$ cat config.mk
export PLATFORM = sky130hd
export DESIGN_NAME = lalb_regs
export DESIGN_NICKNAME = d
export VERILOG_FILES = /design/src/inc/lalb_pkg.sv /design/src/lalb_regs.sv
export SDC_FILE = /design/constraint.sdc
export NUM_CORES = 1
export LEC_CHECK = 0
export BUFFER_PORTS_ARGS = -buffer_cell sky130_fd_sc_hd__clkbuf_2
export CELL_PAD_IN_SITES_DETAIL_PLACEMENT = 1
export CELL_PAD_IN_SITES_GLOBAL_PLACEMENT = 2
export CORE_UTILIZATION = 36
export CTS_CLUSTER_SIZE = 40
export DETAILED_ROUTE_END_ITERATION = 7
export PLACE_DENSITY = 0.92
export SLEW_MARGIN = 20
export SYNTH_ARGS = -nofsm -noshare
export SYNTH_HDL_FRONTEND = slang
export SYNTH_SLANG_ARGS = --single-unit
$ cat constraint.sdc
create_clock -name clk -period 9.2 [get_ports clk]
set_clock_uncertainty 0.2 [all_clocks]
set_input_delay 0.92 -clock clk [delete_from_list [all_inputs] [get_ports clk]]
set_output_delay 0.92 -clock clk [all_outputs]
set_load 0.1 [all_outputs]
$ cat src/inc/lalb_pkg.sv
// package for the wake-cycle, cipher-control and battery-monitor register bank
// assumes a 50 MHz system clock and an APB register port with 32-bit data
package lalb_pkg;

  // ==========================================================
  // register indices (byte address = 4 * index)
  localparam logic [4:0] IDX_OP_MODE = 5'h01;
  localparam logic [4:0] IDX_AFC_AES = 5'h0B;
  localparam logic [4:0] IDX_BATTERY = 5'h0C;
  localparam logic [4:0] IDX_WAKE_CFG = 5'h0D;
  localparam logic [4:0] IDX_IDLE_LEN = 5'h0E;
  localparam logic [4:0] IDX_RX_LEN = 5'h0F;
  localparam logic [4:0] IDX_REVISION = 5'h10;

  // ==========================================================
  // field positions
  localparam int POS_WAKE_ENABLE = 6;
  localparam int POS_MODE_LO = 2;
  localparam int POS_FREQ_CORR = 5;
  localparam int POS_CIPHER_GO = 4;
  localparam int POS_CIPHER_DIR = 3;
  localparam int POS_CIPHER_RUN = 2;
  localparam int POS_PREAMBLE = 1;
  localparam int POS_BAT_LIVE = 4;
  localparam int POS_BAT_EN = 3;

  // ==========================================================
  // reset values
  localparam logic [1:0] RST_AFC_UNUSED = 2'h1;
  localparam logic [2:0] RST_BAT_TRIM = 3'h2;
  localparam logic [1:0] RST_IDLE_UNIT = 2'h2;
  localparam logic [1:0] RST_RX_UNIT = 2'h1;
  localparam logic [1:0] RST_END_ACTION = 2'h1;
  localparam logic [7:0] RST_IDLE_COUNT = 8'hF5;
  localparam logic [7:0] RST_RX_COUNT = 8'h20;
  localparam logic [2:0] RST_MODE = 3'h1;

  // ==========================================================
  // codes
  localparam logic [2:0] MODE_SLEEP = 3'h0;
  localparam logic [2:0] MODE_STANDBY = 3'h1;
  localparam logic [2:0] MODE_SYNTH = 3'h2;
  localparam logic [2:0] MODE_TX = 3'h3;
  localparam logic [2:0] MODE_RX = 3'h4;
  localparam logic [1:0] UNIT_SHORT = 2'h1;
  localparam logic [1:0] UNIT_MID = 2'h2;
  localparam logic [1:0] UNIT_LONG = 2'h3;
  localparam logic [1:0] END_STAY_RX = 2'h0;
  localparam logic [1:0] END_TO_MODE = 2'h1;
  localparam logic [1:0] END_RESUME = 2'h2;

  // ==========================================================
  // timing: unit lengths in ns and their cycle counts at 50 MHz
  localparam longint CLK_PERIOD_NS = 20;
  localparam longint UNIT_SHORT_NS = 64000;
  localparam longint UNIT_MID_NS = 4100000;
  localparam longint UNIT_LONG_NS = 262000000;
  localparam int UNIT_SHORT_CYC = int'(UNIT_SHORT_NS / CLK_PERIOD_NS);
  localparam int UNIT_MID_CYC = int'(UNIT_MID_NS / CLK_PERIOD_NS);
  localparam int UNIT_LONG_CYC = int'(UNIT_LONG_NS / CLK_PERIOD_NS);

  // ==========================================================
  // carriers
  typedef struct packed {
    logic [1:0] idle_unit_select;
    logic [1:0] rx_unit_select;
    logic accept_rule_select;
    logic [1:0] wake_cycle_end_action;
  } lalb_wake_cfg_s;

  typedef struct packed {
    logic improved_freq_correction_sel;
    logic cipher_direction;
    logic cipher_running;
    logic preamble_found_flag;
    logic reserved_bit;
  } lalb_afc_s;

endpackage

$ cat src/lalb_regs.sv
// register bank: frequency-correction select, cipher control, preamble flag,
// battery detector control and the wake-cycle (listen) sequencer
// assumes APB master on clk, event inputs one cycle wide and synchronous to clk
//
// Operation
// - bit 5 of afc register selects improved frequency-correction routine.
// - writing 1 to bit 4 starts a standalone cipher operation.
// - bit 3 sets cipher direction, 0 decrypt, 1 encrypt.
// - read-only bit 2 reads 1 while cipher runs, 0 when finished.
// - preamble detection sets sticky bit 1; software writes 1 to clear.
// - battery bit 4 shows live comparator output while detector is enabled.
// - battery bit 3 enables the detector; reset value off.
// - battery bits 2-0 select trip level, reset code 010.
// - wake bits 7-6 set idle unit 64us/4.1ms/262ms, reset 10.
// - wake bits 5-4 set receive unit, same codes, reset 01.
// - accept on strength above threshold; bit 3 adds sync match.
// - end action 00 keeps receive and stops cycling; software disables.
// - end action 01 waits packet or timeout then enters mode field.
// - end action 10 waits event, resumes idle, discards buffer next wakeup.
// - idle phase lasts idle count times idle unit, count resets F5.
// - receive phase lasts receive count times receive unit, resets 20.
// - read-only revision: bits 7-4 silicon, bits 3-0 metal mask.
// - mode codes 000 sleep to 100 receive, used after action 01.
//
// Design decision made here: register access over APB.
`timescale 1ns/1ps
`default_nettype none

module lalb_regs #(
  parameter int UNIT_SHORT_CYCLES = lalb_pkg::UNIT_SHORT_CYC,
  parameter int UNIT_MID_CYCLES = lalb_pkg::UNIT_MID_CYC,
  parameter int UNIT_LONG_CYCLES = lalb_pkg::UNIT_LONG_CYC,
  parameter logic [7:0] REVISION_CODE = 8'h11 // arbitrary value
) (
  // clock and reset
  input wire logic clk,
  input wire logic rst_n,
  // apb slave
  input wire logic psel,
  input wire logic penable,
  input wire logic pwrite,
  input wire logic [7:0] paddr,
  input wire logic [31:0] pwdata,
  output logic [31:0] prdata,
  output logic pready,
  output logic pslverr,
  // cipher engine and preamble detector
  input wire logic cipher_finish,
  input wire logic preamble_seen,
  output logic cipher_go,
  output logic cipher_encrypt,
  output logic freq_corr_improved,
  // battery detector
  input wire logic battery_comparator,
  output logic battery_enable,
  output logic [2:0] battery_trip_select,
  // receiver status and radio control
  input wire logic strength_above,
  input wire logic sync_match,
  input wire logic packet_complete_event,
  input wire logic rx_timeout_event,
  output logic [2:0] radio_mode,
  output logic rx_buffer_discard
);

  typedef enum {
    ST_OFF,
    ST_IDLE,
    ST_RX,
    ST_HOLD,
    ST_STOPPED
  } lalb_wake_state_e;

  // ==========================================================
  // bus decode
  logic access;
  logic wr_en;
  logic addr_ok;
  logic [4:0] idx;
  logic [7:0] wdat;
  logic [7:0] rdat;
  logic afc_wr;

  lalb_pkg::lalb_afc_s afc;
  lalb_pkg::lalb_wake_cfg_s wake_cfg;
  logic [7:0] idle_phase_count;
  logic [7:0] rx_phase_count;
  logic battery_comparator_live;
  logic wake_enable;
  logic [2:0] mode_field;

  lalb_wake_state_e state;
  lalb_wake_state_e next_state;
  logic [23:0] div_cnt;
  logic [7:0] unit_cnt;
  logic unit_tick;
  logic phase_done;
  logic [1:0] cur_unit;
  logic [7:0] cur_count;
  logic [23:0] unit_len;
  logic accept;
  logic discard_pending;

  assign idx = paddr[6:2];
  assign wdat = pwdata[7:0];
  assign access = psel & penable & pready;
  assign wr_en = access & pwrite & addr_ok;
  assign afc_wr = wr_en && idx == lalb_pkg::IDX_AFC_AES;

  // address map check: aligned word, known index
  always_comb begin
    addr_ok = 1'b0;
    if (paddr[1:0] == 2'h0 && paddr[7] == 1'b0) begin
      case (idx)
        lalb_pkg::IDX_OP_MODE,
        lalb_pkg::IDX_AFC_AES,
        lalb_pkg::IDX_BATTERY,
        lalb_pkg::IDX_WAKE_CFG,
        lalb_pkg::IDX_IDLE_LEN,
        lalb_pkg::IDX_RX_LEN,
        lalb_pkg::IDX_REVISION: addr_ok = 1'b1;
        default: addr_ok = 1'b0;
      endcase
    end
  end

  // read mux; fixed and unused bits read as constants, except afc bit 0, which reads back its written value
  always_comb begin
    rdat = 8'h00;
    case (idx)
      lalb_pkg::IDX_OP_MODE: begin
        rdat[lalb_pkg::POS_WAKE_ENABLE] = wake_enable;
        rdat[lalb_pkg::POS_MODE_LO +: 3] = radio_mode;
      end
      lalb_pkg::IDX_AFC_AES: begin
        rdat[7:6] = lalb_pkg::RST_AFC_UNUSED;
        rdat[lalb_pkg::POS_FREQ_CORR] = afc.improved_freq_correction_sel;
        rdat[lalb_pkg::POS_CIPHER_DIR] = afc.cipher_direction;
        rdat[lalb_pkg::POS_CIPHER_RUN] = afc.cipher_running;
        rdat[lalb_pkg::POS_PREAMBLE] = afc.preamble_found_flag;
        rdat[0] = afc.reserved_bit;
      end
      lalb_pkg::IDX_BATTERY: begin
        rdat[lalb_pkg::POS_BAT_LIVE] = battery_comparator_live;
        rdat[lalb_pkg::POS_BAT_EN] = battery_enable;
        rdat[2:0] = battery_trip_select;
      end
      lalb_pkg::IDX_WAKE_CFG: begin
        rdat[7:1] = wake_cfg;
      end
      lalb_pkg::IDX_IDLE_LEN: rdat = idle_phase_count;
      lalb_pkg::IDX_RX_LEN: rdat = rx_phase_count;
      lalb_pkg::IDX_REVISION: rdat = REVISION_CODE;
      default: rdat = 8'h00;
    endcase
  end

  // ==========================================================
  // apb answer: one wait cycle, ready and data registered
  always_ff @(posedge clk) begin
    if (!rst_n) begin
      pready <= 1'b0;
      prdata <= 32'h0000_0000;
      pslverr <= 1'b0;
    end else begin
      pready <= psel & penable & ~pready;
      if (psel && penable && !pready) begin
        prdata <= (addr_ok && !pwrite) ? {24'h00_0000, rdat} : 32'h0000_0000;
        pslverr <= ~addr_ok;
      end else begin
        pslverr <= 1'b0;
      end
    end
  end

  // ==========================================================
  // mode and wake enable register
  always_ff @(posedge clk) begin
    if (!rst_n) begin
      wake_enable <= 1'b0;
      mode_field <= lalb_pkg::RST_MODE;
    end else if (wr_en && idx == lalb_pkg::IDX_OP_MODE) begin
      wake_enable <= wdat[lalb_pkg::POS_WAKE_ENABLE];
      mode_field <= wdat[lalb_pkg::POS_MODE_LO +: 3];
    end
  end

  // afc register in one process: start wins over finish, preamble set wins over clear
  always_ff @(posedge clk) begin
    if (!rst_n) begin
      afc <= '0;
      cipher_go <= 1'b0;
    end else begin
      cipher_go <= afc_wr && wdat[lalb_pkg::POS_CIPHER_GO];
      if (afc_wr) begin
        afc.improved_freq_correction_sel <= wdat[lalb_pkg::POS_FREQ_CORR];
        afc.cipher_direction <= wdat[lalb_pkg::POS_CIPHER_DIR];
        afc.reserved_bit <= wdat[0];
      end
      if (afc_wr && wdat[lalb_pkg::POS_CIPHER_GO]) begin
        afc.cipher_running <= 1'b1;
      end else if (cipher_finish) begin
        afc.cipher_running <= 1'b0;
      end
      if (preamble_seen) begin
        afc.preamble_found_flag <= 1'b1;
      end else if (afc_wr && wdat[lalb_pkg::POS_PREAMBLE]) begin
        afc.preamble_found_flag <= 1'b0;
      end
    end
  end

  // battery detector control and live comparator sample
  always_ff @(posedge clk) begin
    if (!rst_n) begin
      battery_enable <= 1'b0;
      battery_trip_select <= lalb_pkg::RST_BAT_TRIM;
      battery_comparator_live <= 1'b0;
    end else begin
      battery_comparator_live <= battery_enable & battery_comparator;
      if (wr_en && idx == lalb_pkg::IDX_BATTERY) begin
        battery_enable <= wdat[lalb_pkg::POS_BAT_EN];
        battery_trip_select <= wdat[2:0];
      end
    end
  end

  // wake-cycle configuration and phase lengths
  always_ff @(posedge clk) begin
    if (!rst_n) begin
      wake_cfg.idle_unit_select <= lalb_pkg::RST_IDLE_UNIT;
      wake_cfg.rx_unit_select <= lalb_pkg::RST_RX_UNIT;
      wake_cfg.accept_rule_select <= 1'b0;
      wake_cfg.wake_cycle_end_action <= lalb_pkg::RST_END_ACTION;
      idle_phase_count <= lalb_pkg::RST_IDLE_COUNT;
      rx_phase_count <= lalb_pkg::RST_RX_COUNT;
    end else if (wr_en) begin
      if (idx == lalb_pkg::IDX_WAKE_CFG) begin
        wake_cfg <= wdat[7:1];
      end
      if (idx == lalb_pkg::IDX_IDLE_LEN) begin
        idle_phase_count <= wdat;
      end
      if (idx == lalb_pkg::IDX_RX_LEN) begin
        rx_phase_count <= wdat;
      end
    end
  end

  assign freq_corr_improved = afc.improved_freq_correction_sel;
  assign cipher_encrypt = afc.cipher_direction;

  // ==========================================================
  // phase timing: unit ticks from a divider, units counted per phase
  always_comb begin
    cur_unit = (state == ST_IDLE) ? wake_cfg.idle_unit_select : wake_cfg.rx_unit_select;
    cur_count = (state == ST_IDLE) ? idle_phase_count : rx_phase_count;
    case (cur_unit)
      lalb_pkg::UNIT_MID: unit_len = 24'(UNIT_MID_CYCLES);
      lalb_pkg::UNIT_LONG: unit_len = 24'(UNIT_LONG_CYCLES);
      default: unit_len = 24'(UNIT_SHORT_CYCLES); // reserved code runs as shortest
    endcase
  end

  assign unit_tick = (div_cnt == unit_len - 24'h00_0001);
  assign phase_done = (cur_count == 8'h00) || (unit_tick && unit_cnt == cur_count - 8'h01);

  // divider and unit counter, restarted on every phase change
  always_ff @(posedge clk) begin
    if (!rst_n || next_state != state) begin
      div_cnt <= 24'h00_0000;
      unit_cnt <= 8'h00;
    end else if (unit_tick) begin
      div_cnt <= 24'h00_0000;
      unit_cnt <= unit_cnt + 8'h01;
    end else begin
      div_cnt <= div_cnt + 24'h00_0001;
    end
  end

  // acceptance criterion
  assign accept = strength_above && (!wake_cfg.accept_rule_select || sync_match);

  // ==========================================================
  // wake-cycle sequencer
  always_comb begin
    next_state = state;
    case (state)
      ST_OFF: if (wake_enable) next_state = ST_IDLE;
      ST_IDLE: if (phase_done) next_state = ST_RX;
      ST_RX: begin
        if (accept) begin
          if (wake_cfg.wake_cycle_end_action == lalb_pkg::END_STAY_RX) begin
            next_state = ST_STOPPED;
          end else begin
            next_state = ST_HOLD;
          end
        end else if (phase_done) begin
          next_state = ST_IDLE;
        end
      end
      ST_HOLD: begin
        if (packet_complete_event || rx_timeout_event) begin
          if (wake_cfg.wake_cycle_end_action == lalb_pkg::END_RESUME) begin
            next_state = ST_IDLE;
          end else begin
            next_state = ST_STOPPED;
          end
        end
      end
      ST_STOPPED: next_state = ST_STOPPED;
      default: next_state = ST_OFF;
    endcase
    if (!wake_enable) next_state = ST_OFF;
  end

  always_ff @(posedge clk) begin
    if (!rst_n) begin
      state <= ST_OFF;
    end else begin
      state <= next_state;
    end
  end

  // radio mode out; stop after action 01 enters the programmed mode
  always_ff @(posedge clk) begin
    if (!rst_n) begin
      radio_mode <= lalb_pkg::RST_MODE;
    end else begin
      case (next_state)
        ST_IDLE: radio_mode <= lalb_pkg::MODE_SLEEP;
        ST_RX, ST_HOLD: radio_mode <= lalb_pkg::MODE_RX;
        ST_STOPPED: begin
          if (state == ST_HOLD) begin
            radio_mode <= mode_field;
          end else if (state == ST_RX) begin
            radio_mode <= lalb_pkg::MODE_RX;
          end
        end
        default: radio_mode <= mode_field;
      endcase
    end
  end

  // discard of buffered data at the receive wakeup after a resumed cycle
  always_ff @(posedge clk) begin
    if (!rst_n) begin
      discard_pending <= 1'b0;
      rx_buffer_discard <= 1'b0;
    end else begin
      rx_buffer_discard <= 1'b0;
      if (state == ST_HOLD && next_state == ST_IDLE) begin
        discard_pending <= 1'b1;
      end else if (state == ST_IDLE && next_state == ST_RX && discard_pending) begin
        discard_pending <= 1'b0;
        rx_buffer_discard <= 1'b1;
      end else if (next_state == ST_OFF) begin
        discard_pending <= 1'b0;
      end
    end
  end

endmodule

`default_nettype wire

==> reports/summary.txt, run 1 <==
First-pass DRT Iterations - 5
Hold Buf Count CTS - 0
Unrepaired setup endpoints after global routing - false
Initial antenna violation count - 0
Crit path max fanout - 16
Worst setup SP type - flip-flop
CTS root buf - clkbuf_16
Starting DRT DRC Count - 281
Syn. warnings - 0
Max-cap violations - 0
Final core occ - 43.3%
Via-per-instance ratio - 5.28
Synth async-reset ratio - 0%
Final worst slack - 3.81 ns
Slew Limit Fails - 0
FP Rows - 46
Post-synth EDFFs - 0
I/O Buffers - 48
Critical Path End Type - flip-flop
H-tree depth - 4
Crit Path Class - flip-flop to flip-flop
Achievable frequency - 186 MHz
CTS tree - yes
First-pass GRT wire length - 26.4 mm
Worst R2R Start - state[24]
Dpl cell area - 6300 um^2
Count of cell types in the netlist - 77
Most used DFF post-synth - dfxtp_1
Setup violators final - 0
Reg clk slew, reported paths - 0.06 ns
Data arrival, critical path - 5.47 ns
Pwr dens - 179 nW/um^2
Remaining antenna violation count - 0
Synth top area share - 39.9%
Mapped Cells - 685
Hold Crit Class - flip-flop to flip-flop
Final hold vios - 0
Min Tclk post-route - 5.39 ns
Post-Syn Area per Cell - 8.57 um^2
Height of the die - 130 um
Nets - 814
Status - complete, no violations
Post-synth top area cell - dfxtp_1
Total power - 1.23 mW
Sequential-to-total area share from yosys stat - 39.9%
Final Non-Filler Cells - 988
Drt wl/cell - 17.3 um
GRT Util Overall - 20.7%
DP HPWL - 12.7 mm
Final setup TNS - 0 ns
Area grow syn2layout - 17.2%
CP Data Required Time - 9.28 ns
Worst slew margin - 27.4%
CTS Buffer Depth - 2
Core ar. - 15900 um^2
Final wirelength - 17.1 mm
I/O Pins - 97
Worst-Skew Late Latency - 0.42 ns
Inst Count DP - 956
Mapped cell area - 5870 um^2
Pin count of the biggest net entering global routing - 27
DRC Markers - 0
Fill count - 1961
# Post-CTS Setup Buffers - 0
Seq cells post-synth - 117
Dpl ws - 3.91 ns
CP startpoint - state[24]
Layout Cell Area excl Fill - 6880 um^2
Worst Max-Slew Pin Slew - 1.06 ns
Number of global-route vias before repair - 5071
Main area contributors after synthesis - dfxtp_1 (40%), nor2_1 (5.8%), nand2_1 (4.9%), mux2i_1 (3.9%), buf_4 (3.2%)
Die W - 130 um
Via count - 5214
Peak supply drop - 0.000119 V
Post-route clock period utilization - 58.6%
Initial Utilization - 37.0%
DIE AREA - 16800 um^2
# resized after CTS - 0
Ant diodes - 0
Global route overflow - 0
Static Leak - 2.52 nW
Clk sinks - 117
Hold wc startpoint - mode_field[1]
CTS buffer count - 17
Worst Hold Slack - 0.256 ns
Share of cells above drive strength 1 - 13.7%
Routability cong. - 0.888
[logic make-up (layout without fill, tap and decap cells)]
group                      Yosys count  count (layout)  share of synthesized area, %
buffers and inverters               58              93                          5.63
other                                1              53                        0.0639
and+or+nand+nor                    305             305                          27.3
muxes                               32              32                          5.84
DFF                                117             117                          39.9
adders and majority gates            3               3                         0.639
AOI/OAI and AO/OA                  136             136                          15.7
xor gates and xnor gates            33              33                          4.92
[worst max-delay path, cell delays in order (launching register included)]
cell	delay (ns)
dfxtp_1	0.30
nor4_2	0.38
nand4_2	0.39
nor3_4	0.81
mux2i_1	0.38
ha_1	0.39
xnor2_1	0.17
nor2b_1	0.16
mux2_2	0.17
nand4_1	0.10
nor4b_2	0.46
mux2i_1	0.52
a21oi_2	0.19
o21ai_4	0.48
nor2_1	0.12
[area by class of cell]
class	instances	area, um^2	share of cell area, %
flip-flops and latches	117	2340	34.0
clock inverters	12	123	1.78
repair buffers	50	255	3.71
well taps	216	270	3.93
inverters	11	41.3	0.600
multi-input cells	562	3390	49.3
clock buffers	20	457	6.64
[path summary, 6_finish.rpt]
path	end	slack, ns	cells past startpoint
worst max-delay path	unit_cnt[3]	3.81	14
worst min-delay path	mode_field[1]	0.26	2
worst max register to register	unit_cnt[3]	3.81	14
worst min register to register	mode_field[1]	0.26	2
[state kept, by name, summed over array words and instances, names as in the netlist, 3 cells and up]
signal	flops
prdata	8
radio_mode	3
div_cnt	24
mode_field	3
battery_trip_select	3
rx_phase_count	8
wake_cfg	7
afc	3
unit_cnt	8
idle_phase_count	8
state	32
[cells in the mapped netlist (all sizes together) (3+ instances only)]
| cell | n |
|---|---|
| a22o | 4 |
| inv | 10 |
| xnor2 | 17 |
| a32oi | 6 |
| a22oi | 7 |
| a211oi | 4 |
| and3 | 13 |
| nand4b | 3 |
| nand2 | 77 |
| nor4 | 10 |
| and2 | 11 |
| o21ai | 39 |
| mux2 | 8 |
| nor3 | 14 |
| a2111oi | 5 |
| nand3 | 24 |
| a21oi | 38 |
| nand4 | 14 |
| o211ai | 5 |
| buf | 31 |
| nand2b | 16 |
| and4 | 5 |
| nor2 | 91 |
| or4 | 3 |
| nor2b | 11 |
| a31oi | 3 |
| xor2 | 16 |
| mux2i | 23 |
| clkbuf | 16 |
| dfxtp | 117 |
| ha | 3 |
[routing by layer]
| layer | up-vias | wire (um) | GRT usage [%] |
|---|---|---|---|
| met2 | 102 | 8500 | 33.9 |
| li1 | 2524 | - | - |
| met5 | - | 0 | 0 |
| met1 | 2569 | 7600 | 26.7 |
| met4 | 0 | 214 | 7.73 |
| met3 | 19 | 772 | 4.63 |
[power by group]
group	switching (mW)	leakage (nW)	total (mW)	internal, mW
Combinational	0.0676	1.30	0.0781	0.0106
Clock	0.244	0.273	0.633	0.389
Sequential	0.00442	0.954	0.519	0.515
Total	0.316	2.52	1.23	0.914
[placed cells by master, fill, tap and decap left out, drive strengths merged, types with 14 or more instances in the layout]
| cell type | n |
|---|---|
| nand4 | 14 |
| nand3 | 24 |
| dfxtp | 117 |
| nand2b | 16 |
| o21ai | 39 |
| nand2 | 77 |
| xnor2 | 17 |
| clkbuf | 68 |
| a21oi | 38 |
| xor2 | 16 |
| mux2i | 23 |
| conb | 53 |
| nor2 | 91 |
| nor3 | 14 |
Note: power is estimated with default switching activity, not from simulation.
==> inputs of run 2 (changes only) <==
--- a/config.mk
+++ b/config.mk
@@ -5,13 +5,14 @@
 export SDC_FILE = /design/constraint.sdc
 export NUM_CORES = 1
 export LEC_CHECK = 0
+export ABC_AREA = 1
 export BUFFER_PORTS_ARGS = -buffer_cell sky130_fd_sc_hd__clkbuf_2
 export CELL_PAD_IN_SITES_DETAIL_PLACEMENT = 1
 export CELL_PAD_IN_SITES_GLOBAL_PLACEMENT = 2
-export CORE_UTILIZATION = 36
+export CORE_UTILIZATION = 31
 export CTS_CLUSTER_SIZE = 40
 export DETAILED_ROUTE_END_ITERATION = 7
-export PLACE_DENSITY = 0.92
+export PLACE_DENSITY = 0.87
 export SLEW_MARGIN = 20
 export SYNTH_ARGS = -nofsm -noshare
 export SYNTH_HDL_FRONTEND = slang
==> constraint.sdc (replaced) <==
create_clock -name clk -period 5.1 [get_ports clk]
set_clock_uncertainty 0.2 [all_clocks]
set_input_delay 0.51 -clock clk [delete_from_list [all_inputs] [get_ports clk]]
set_output_delay 0.51 -clock clk [all_outputs]
set_load 0.1 [all_outputs]
==> run 2 against run 1 <==
Worst hold slack worse by 0.16 ns; first-iteration DRC count is 20% lower; maximum frequency is 28% higher; via count grew 1.7%; core utilization down 5.5 points; global-route usage decreased by 3.7 points; worst setup slack lost 2.9 ns; clock power rose by 75%.
==> reports/summary.txt, run 2 <==
Largest registers - state x32, div_cnt x24
Post-Syn Area per Cell - 7.11 um^2
CTS root buf - clkbuf_16
Most frequent CP cell - nand2_1
GRT Util Overall - 17.0%
Worst R2R Start - state[0]
Most used DFF post-synth - dfxtp_1
Crit path buffers/inverters - 1
Mapped cell area - 5850 um^2
DRC Markers - 0
Top cells by count, synth - nand2_1 (145), inv_1 (144), dfxtp_1 (117)
Core ar. - 18200 um^2
Psw - 0.552 mW
Clk sinks - 117
Internal power - 1.63 mW
Hold Buf Count CTS - 0
Peak supply drop - 0.000221 V
H-tree depth - 4
Worst Max-Slew Pin Slew - 0.818 ns
Clock power share - 50.8%
Number of global-route vias before repair - 5322
Synth top area share - 40.1%
Dpl ws - 0.861 ns
CTS buffer count - 17
Max FFs per register - 32
Remaining antenna violation count - 0
Achievable frequency - 238 MHz
Worst setup SP type - flip-flop
Unrepaired setup endpoints after global routing - false
Slowest cell on crit path - dfxtp_1
Final setup TNS - 0 ns
DP HPWL - 12.0 mm
I/O Buffers - 48
Final hold vios - 0
Share of cells above drive strength 1 - 13.7%
Crit Path Class - flip-flop to flip-flop
Data arrival, critical path - 4.30 ns
Hold Crit Class - primary input to flip-flop
First-pass DRT Iterations - 4
Routability cong. - 0.819
Static Leak - 3.04 nW
Max-cap violations - 0
Worst slew margin - 44.9%
Height of the die - 139 um
Hold Path Stages - 2
Worst Hold End - afc[2]
FP Rows - 49
Status - complete, no violations
Min Tclk post-route - 4.21 ns
# Post-CTS Setup Buffers - 0
Area grow syn2layout - 17.8%
Synth async-reset ratio - 0%
Count of cell types in the netlist - 41
Max incr delay on CP - 0.48 ns
Pin count of the biggest net entering global routing - 34
Mapped Cells - 822
Post-synthesis mux area share - 0.171%
Reg clk slew, reported paths - 0.06 ns
I/O Pins - 97
Via count - 5302
CTS tree - yes
First-pass GRT wire length - 25.9 mm
CP Data Required Time - 5.19 ns
Worst-Skew Late Latency - 0.41 ns
Nets - 964
Post-synth EDFFs - 0
Global route overflow - 0
Syn. warnings - 0
Post-route clock period utilization - 82.5%
Commonest non-fill, non-tap cell in the layout - nand2_1
Power share of the combinational group - 6.5%
Starting DRT DRC Count - 226
CTS Buffer Depth - 2
Initial antenna violation count - 1
Reg2reg end - div_cnt[2]
Reg2reg setup slack - 0.89 ns
Seq cells post-synth - 117
Slew Limit Fails - 0
Sequential-to-total area share from yosys stat - 40.1%
Initial Utilization - 32.1%
Final worst slack - 0.893 ns
Crit path max fanout - 24
Top delay family on crit path - simple AND/OR/NAND/NOR gates
Post-synth top area cell - dfxtp_1
Xor-xnor portion of the synthesized cell area - 4.19%
Most frequent cells in the layout - nand2_1 (145), inv_1 (144), dfxtp_1 (117), nor2_1 (72), nand3_1 (63)
Critical Path End Type - flip-flop
Top-count cell post-synth - nand2_1
Reg2Reg Depth - 27
Main area contributors after synthesis - dfxtp_1 (40%), nand2_1 (9.3%), inv_1 (9.2%), nand3_1 (5.4%), nor2_1 (4.6%)
Pwr dens - 318 nW/um^2
Post-Synth Adder-Cell Area - 0.642%
Biggest register - state
Compound-cell area share of the yosys netlist - 11.2%
Flop pwr share - 42.7%
Sw Share - 25.3%
Die W - 139 um
Setup violators final - 0
DIE AREA - 19400 um^2
# resized after CTS - 0
Via-per-instance ratio - 4.61
Simple-Gate Fraction of Synth Area - 29.9%
Largest family of logic cells by synthesized area - simple AND/OR/NAND/NOR gates
Hold wc startpoint - cipher_finish
Final wirelength - 15.9 mm
Drt wl/cell - 13.8 um
==> run 2: worst reg2reg max path: stages, from the launching register on <==
cell	delay, ns
dfxtp_1	0.48
nand2_1	0.10
nor2_1	0.13
nand2_2	0.10
nor2_8	0.29
nand2_4	0.22
nand2_1	0.11
nand2_1	0.19
ha_1	0.30
nand3_1	0.19
nand2_1	0.08
nand2_1	0.06
nand2_1	0.04
nor2_1	0.08
nand3_1	0.08
nor2_1	0.18
nand2_2	0.11
nand3_1	0.08
nand2_1	0.05
nand2_1	0.09
nand2_2	0.07
nand2_1	0.13
nand2_1	0.07
nand3_1	0.08
nor2_2	0.05
nand3_2	0.07
buf_4	0.35
nor2_1	0.10
==> run 2: area by class of cell <==
type / count / area, um^2
fillers: 2333 / 11300
multi-input cells: 575 / 2890
flip-flops and latches: 117 / 2340
inverters: 146 / 548
clock buffers: 21 / 460
well taps: 229 / 287
repair buffers: 52 / 270
clock inverters: 10 / 82.6
diodes: 1 / 2.50
==> run 2: cell families after synthesis <==
| group | Yosys count |
|---|---|
| DFF | 117 |
| muxes | 1 |
| AOI/OAI and AO/OA | 117 |
| buffers and inverters | 182 |
| other | 1 |
| adders and majority gates | 3 |
| and+or+nand+nor | 373 |
| xor gates and xnor gates | 28 |
==> run 2: worst max-delay path by stage <==
| stage | from | to | slack [ns] | cells after the start |
|---|---|---|---|---|
| floorplan | state[1] | div_cnt[6] | 1.90 | 28 |
| global placement | state[0] | div_cnt[3] | 0.92 | 27 |
| detailed placement | state[0] | div_cnt[2] | 0.86 | 27 |
| CTS | state[0] | div_cnt[2] | 0.84 | 27 |
| global route | state[0] | div_cnt[2] | 0.53 | 27 |
| finish | state[0] | div_cnt[2] | 0.89 | 27 |
==> run 2: routing by layer <==
| layer | share of wire (%) | vias to the layer above | global-route usage (%) |
|---|---|---|---|
| met5 | 0 | - | 0 |
| met4 | 1.9 | 0 | 6.20 |
| met3 | 3.7 | 20 | 3.92 |
| met2 | 49 | 75 | 30.0 |
| met1 | 45 | 2478 | 20.2 |
| li1 | - | 2729 | - |
==> run 2: metrics by stage <==
| stage | hold WS (ns) | utilization (%) | power (mW) | instance area [um^2] | instances |
|---|---|---|---|---|---|
| after floorplan | 0.216 | - | 1.08 | 6040 | 874 |
| after global placement | 0.227 | 34.8 | 1.09 | 6340 | 1119 |
| after detailed placement | 0.249 | 34.8 | 1.10 | 6340 | 1119 |
| after CTS | 0.0805 | 37.8 | 2.22 | 6880 | 1150 |
| after global routing | 0.0815 | 37.8 | 2.26 | 6890 | 1151 |
| final | 0.0915 | 37.8 | 2.19 | 6890 | 1151 |
==> run 2: power groups by stage <==
stage	Clock (mW)	Sequential (mW)	Combinational, mW
after floorplan	0	0.956	0.124
after global placement	0	0.953	0.142
after detailed placement	0	0.953	0.142
after CTS	1.14	0.933	0.143
after global routing	1.18	0.934	0.153
final	1.11	0.933	0.143
==> inputs of run 3 (changes only) <==
--- a/config.mk
+++ b/config.mk
@@ -5,14 +5,14 @@
 export SDC_FILE = /design/constraint.sdc
 export NUM_CORES = 1
 export LEC_CHECK = 0
-export ABC_AREA = 1
+export ABC_AREA = 0
 export BUFFER_PORTS_ARGS = -buffer_cell sky130_fd_sc_hd__clkbuf_2
 export CELL_PAD_IN_SITES_DETAIL_PLACEMENT = 1
 export CELL_PAD_IN_SITES_GLOBAL_PLACEMENT = 2
-export CORE_UTILIZATION = 31
+export CORE_UTILIZATION = 34
 export CTS_CLUSTER_SIZE = 40
 export DETAILED_ROUTE_END_ITERATION = 7
-export PLACE_DENSITY = 0.87
+export PLACE_DENSITY = 0.88
 export SLEW_MARGIN = 20
 export SYNTH_ARGS = -nofsm -noshare
 export SYNTH_HDL_FRONTEND = slang
==> constraint.sdc (replaced) <==
create_clock -name clk -period 4.1 [get_ports clk]
set_clock_uncertainty 0.2 [all_clocks]
set_input_delay 0.41 -clock clk [delete_from_list [all_inputs] [get_ports clk]]
set_output_delay 0.41 -clock clk [all_outputs]
set_load 0.1 [all_outputs]
==> run 3 against run 2 <==
Combinational power increased by 25%; core utilization is 5.2 points higher; non-clock buffer count increased by 24.
==> reports/summary.txt, run 3 (synthesis gave the netlist of run 1 again) <==
Sw Share - 25.8%
Biggest register - state
First-pass DRT Iterations - 5
I/O Pins - 97
H-tree depth - 4
CP startpoint - state[23]
Remaining antenna violation count - 0
Worst Max-Slew Pin Slew - 0.924 ns
Number of global-route vias before repair - 5488
Routability cong. - 0.875
Final core occ - 43.1%
Nets - 840
FF/Latch Area - 2340 um^2
Most frequent cells in the layout - dfxtp_1 (117), nor2_1 (90), nand2_1 (77), conb_1 (53), clkbuf_2 (48)
Final hold vios - 0
Hold Crit Class - primary input to flip-flop
Min Tclk post-route - 3.96 ns
Crit path max fanout - 16
CTS Buffer Depth - 2
Psw - 0.729 mW
Initial Utilization - 35.2%
Clk sinks - 117
Worst R2R Start - state[23]
Status - complete, no violations
FP Rows - 47
DP HPWL - 13.2 mm
Final Non-Filler Cells - 1018
Final wirelength - 18.1 mm
Internal power - 2.09 mW
Crit Path Class - flip-flop to flip-flop
Total power - 2.82 mW
Ant diodes - 0
Reg clk slew, reported paths - 0.06 ns
Core ar. - 16700 um^2
DRC Markers - 0
Pin count of the biggest net entering global routing - 26
Achievable frequency - 252 MHz
Worst setup SP type - flip-flop
Clock power share - 52.3%
Static Leak - 2.68 nW
Die W - 133 um
Max-cap violations - 0
I/O Buffers - 48
Initial antenna violation count - 0
Flop pwr share - 41.3%
Peak supply drop - 0.000293 V
Height of the die - 133 um
Setup violators final - 0
Slew Limit Fails - 0
Area grow syn2layout - 22.5%
CTS tree - yes
CTS buffer count - 17
Global route overflow - 0
CTS root buf - clkbuf_16
Inst Count DP - 979
CP Data Required Time - 4.25 ns
Starting DRT DRC Count - 336
Via-per-instance ratio - 5.31
Worst slew margin - 37.8%
GRT Util Overall - 20.8%
DIE AREA - 17800 um^2
Drt wl/cell - 17.7 um
Data arrival, critical path - 4.11 ns
Fill count - 2017
Hold wc startpoint - battery_comparator
Critical Path End Type - flip-flop
Power share of the combinational group - 6.4%
Share of cells above drive strength 1 - 17.7%
Largest registers - state x32, div_cnt x24
Via count - 5406
Pwr dens - 393 nW/um^2
First-pass GRT wire length - 28.8 mm
Worst-Skew Late Latency - 0.43 ns
Post-route clock period utilization - 96.7%
Worst Hold Slack - 0.0624 ns
Multi-input logic area - 3460 um^2
Max FFs per register - 32
Commonest non-fill, non-tap cell in the layout - dfxtp_1
==> run 3: cell count changes in the layout (fill, tap and decap cells not counted), moves of 18 or more <==
cell,delta
nor2_1,+18
mux2i_1,+19
nor2_2,-22
nand3_1,-39
nand2_1,-68
buf_4,+20
inv_1,-134
==> run 3: final cells by class <==
cell class	instances	share of cell area (%)
repair buffers	76	6.68
multi-input cells	562	48.1
clock buffers	18	6.11
flip-flops and latches	117	32.6
clock inverters	14	2.12
inverters	11	0.574
well taps	220	3.83
==> run 3: worst paths after layout <==
kind | endpoint | slack, ns | cells past startpoint
max | div_cnt[22] | 0.14 | 16
min | battery_comparator_live | 0.06 | 2
max reg2reg | div_cnt[22] | 0.14 | 16
min reg2reg | prdata[0] | 0.25 | 2
==> run 3: repair_timing <==
action                                  in CTS  in global routing
buffers inserted                             0                  5
hold buffers                                 2                  0
hold endpoints to repair                     2                  0
endpoints found under the setup margin       0                 34
gates resized for setup                      0                 13
==> run 3: metal layers <==
metal  share of wire [%]  wire, um  global-route usage [%]  up-vias
met4                 2.2       399                    8.52        0
met5                   0         0                       0        -
met2                  49      8910                    34.5      118
met1                  45      8060                    26.1     2686
met3                 3.8       693                    4.41       35
li1                    -         -                       -     2567
==> run 3: worst max-delay path, cell delays in order, from the launching register on <==
cell	delay (ns)
dfxtp_1	0.33
nor4_4	0.36
nand4_4	0.16
nor3_4	0.30
mux2i_2	0.28
ha_2	0.23
buf_4	0.15
inv_1	0.07
or4b_4	0.55
nand4_1	0.15
a2111oi_2	0.07
buf_4	0.16
a311o_1	0.34
nand2_1	0.13
o21ai_4	0.08
buf_12	0.16
nor3_1	0.16
==> run 3: metrics by stage <==
step                instance area (um^2)  setup slack, ns  setup TNS, ns
finish                              7190            0.137              0
global route                        7190          -0.0135        -0.0298
global placement                    6470            0.127              0
CTS                                 7080           0.0343              0
floorplan                           6070           0.0360              0
detailed placement                  6470           0.0554              0
==> run 3: power groups by stage <==
stage,Sequential (mW),Clock [mW],Combinational (mW)
final,1.17,1.48,0.179
after global routing,1.17,1.55,0.189
after CTS,1.16,1.50,0.177
after detailed placement,1.19,0,0.174
after global placement,1.19,0,0.173
after floorplan,1.19,0,0.151
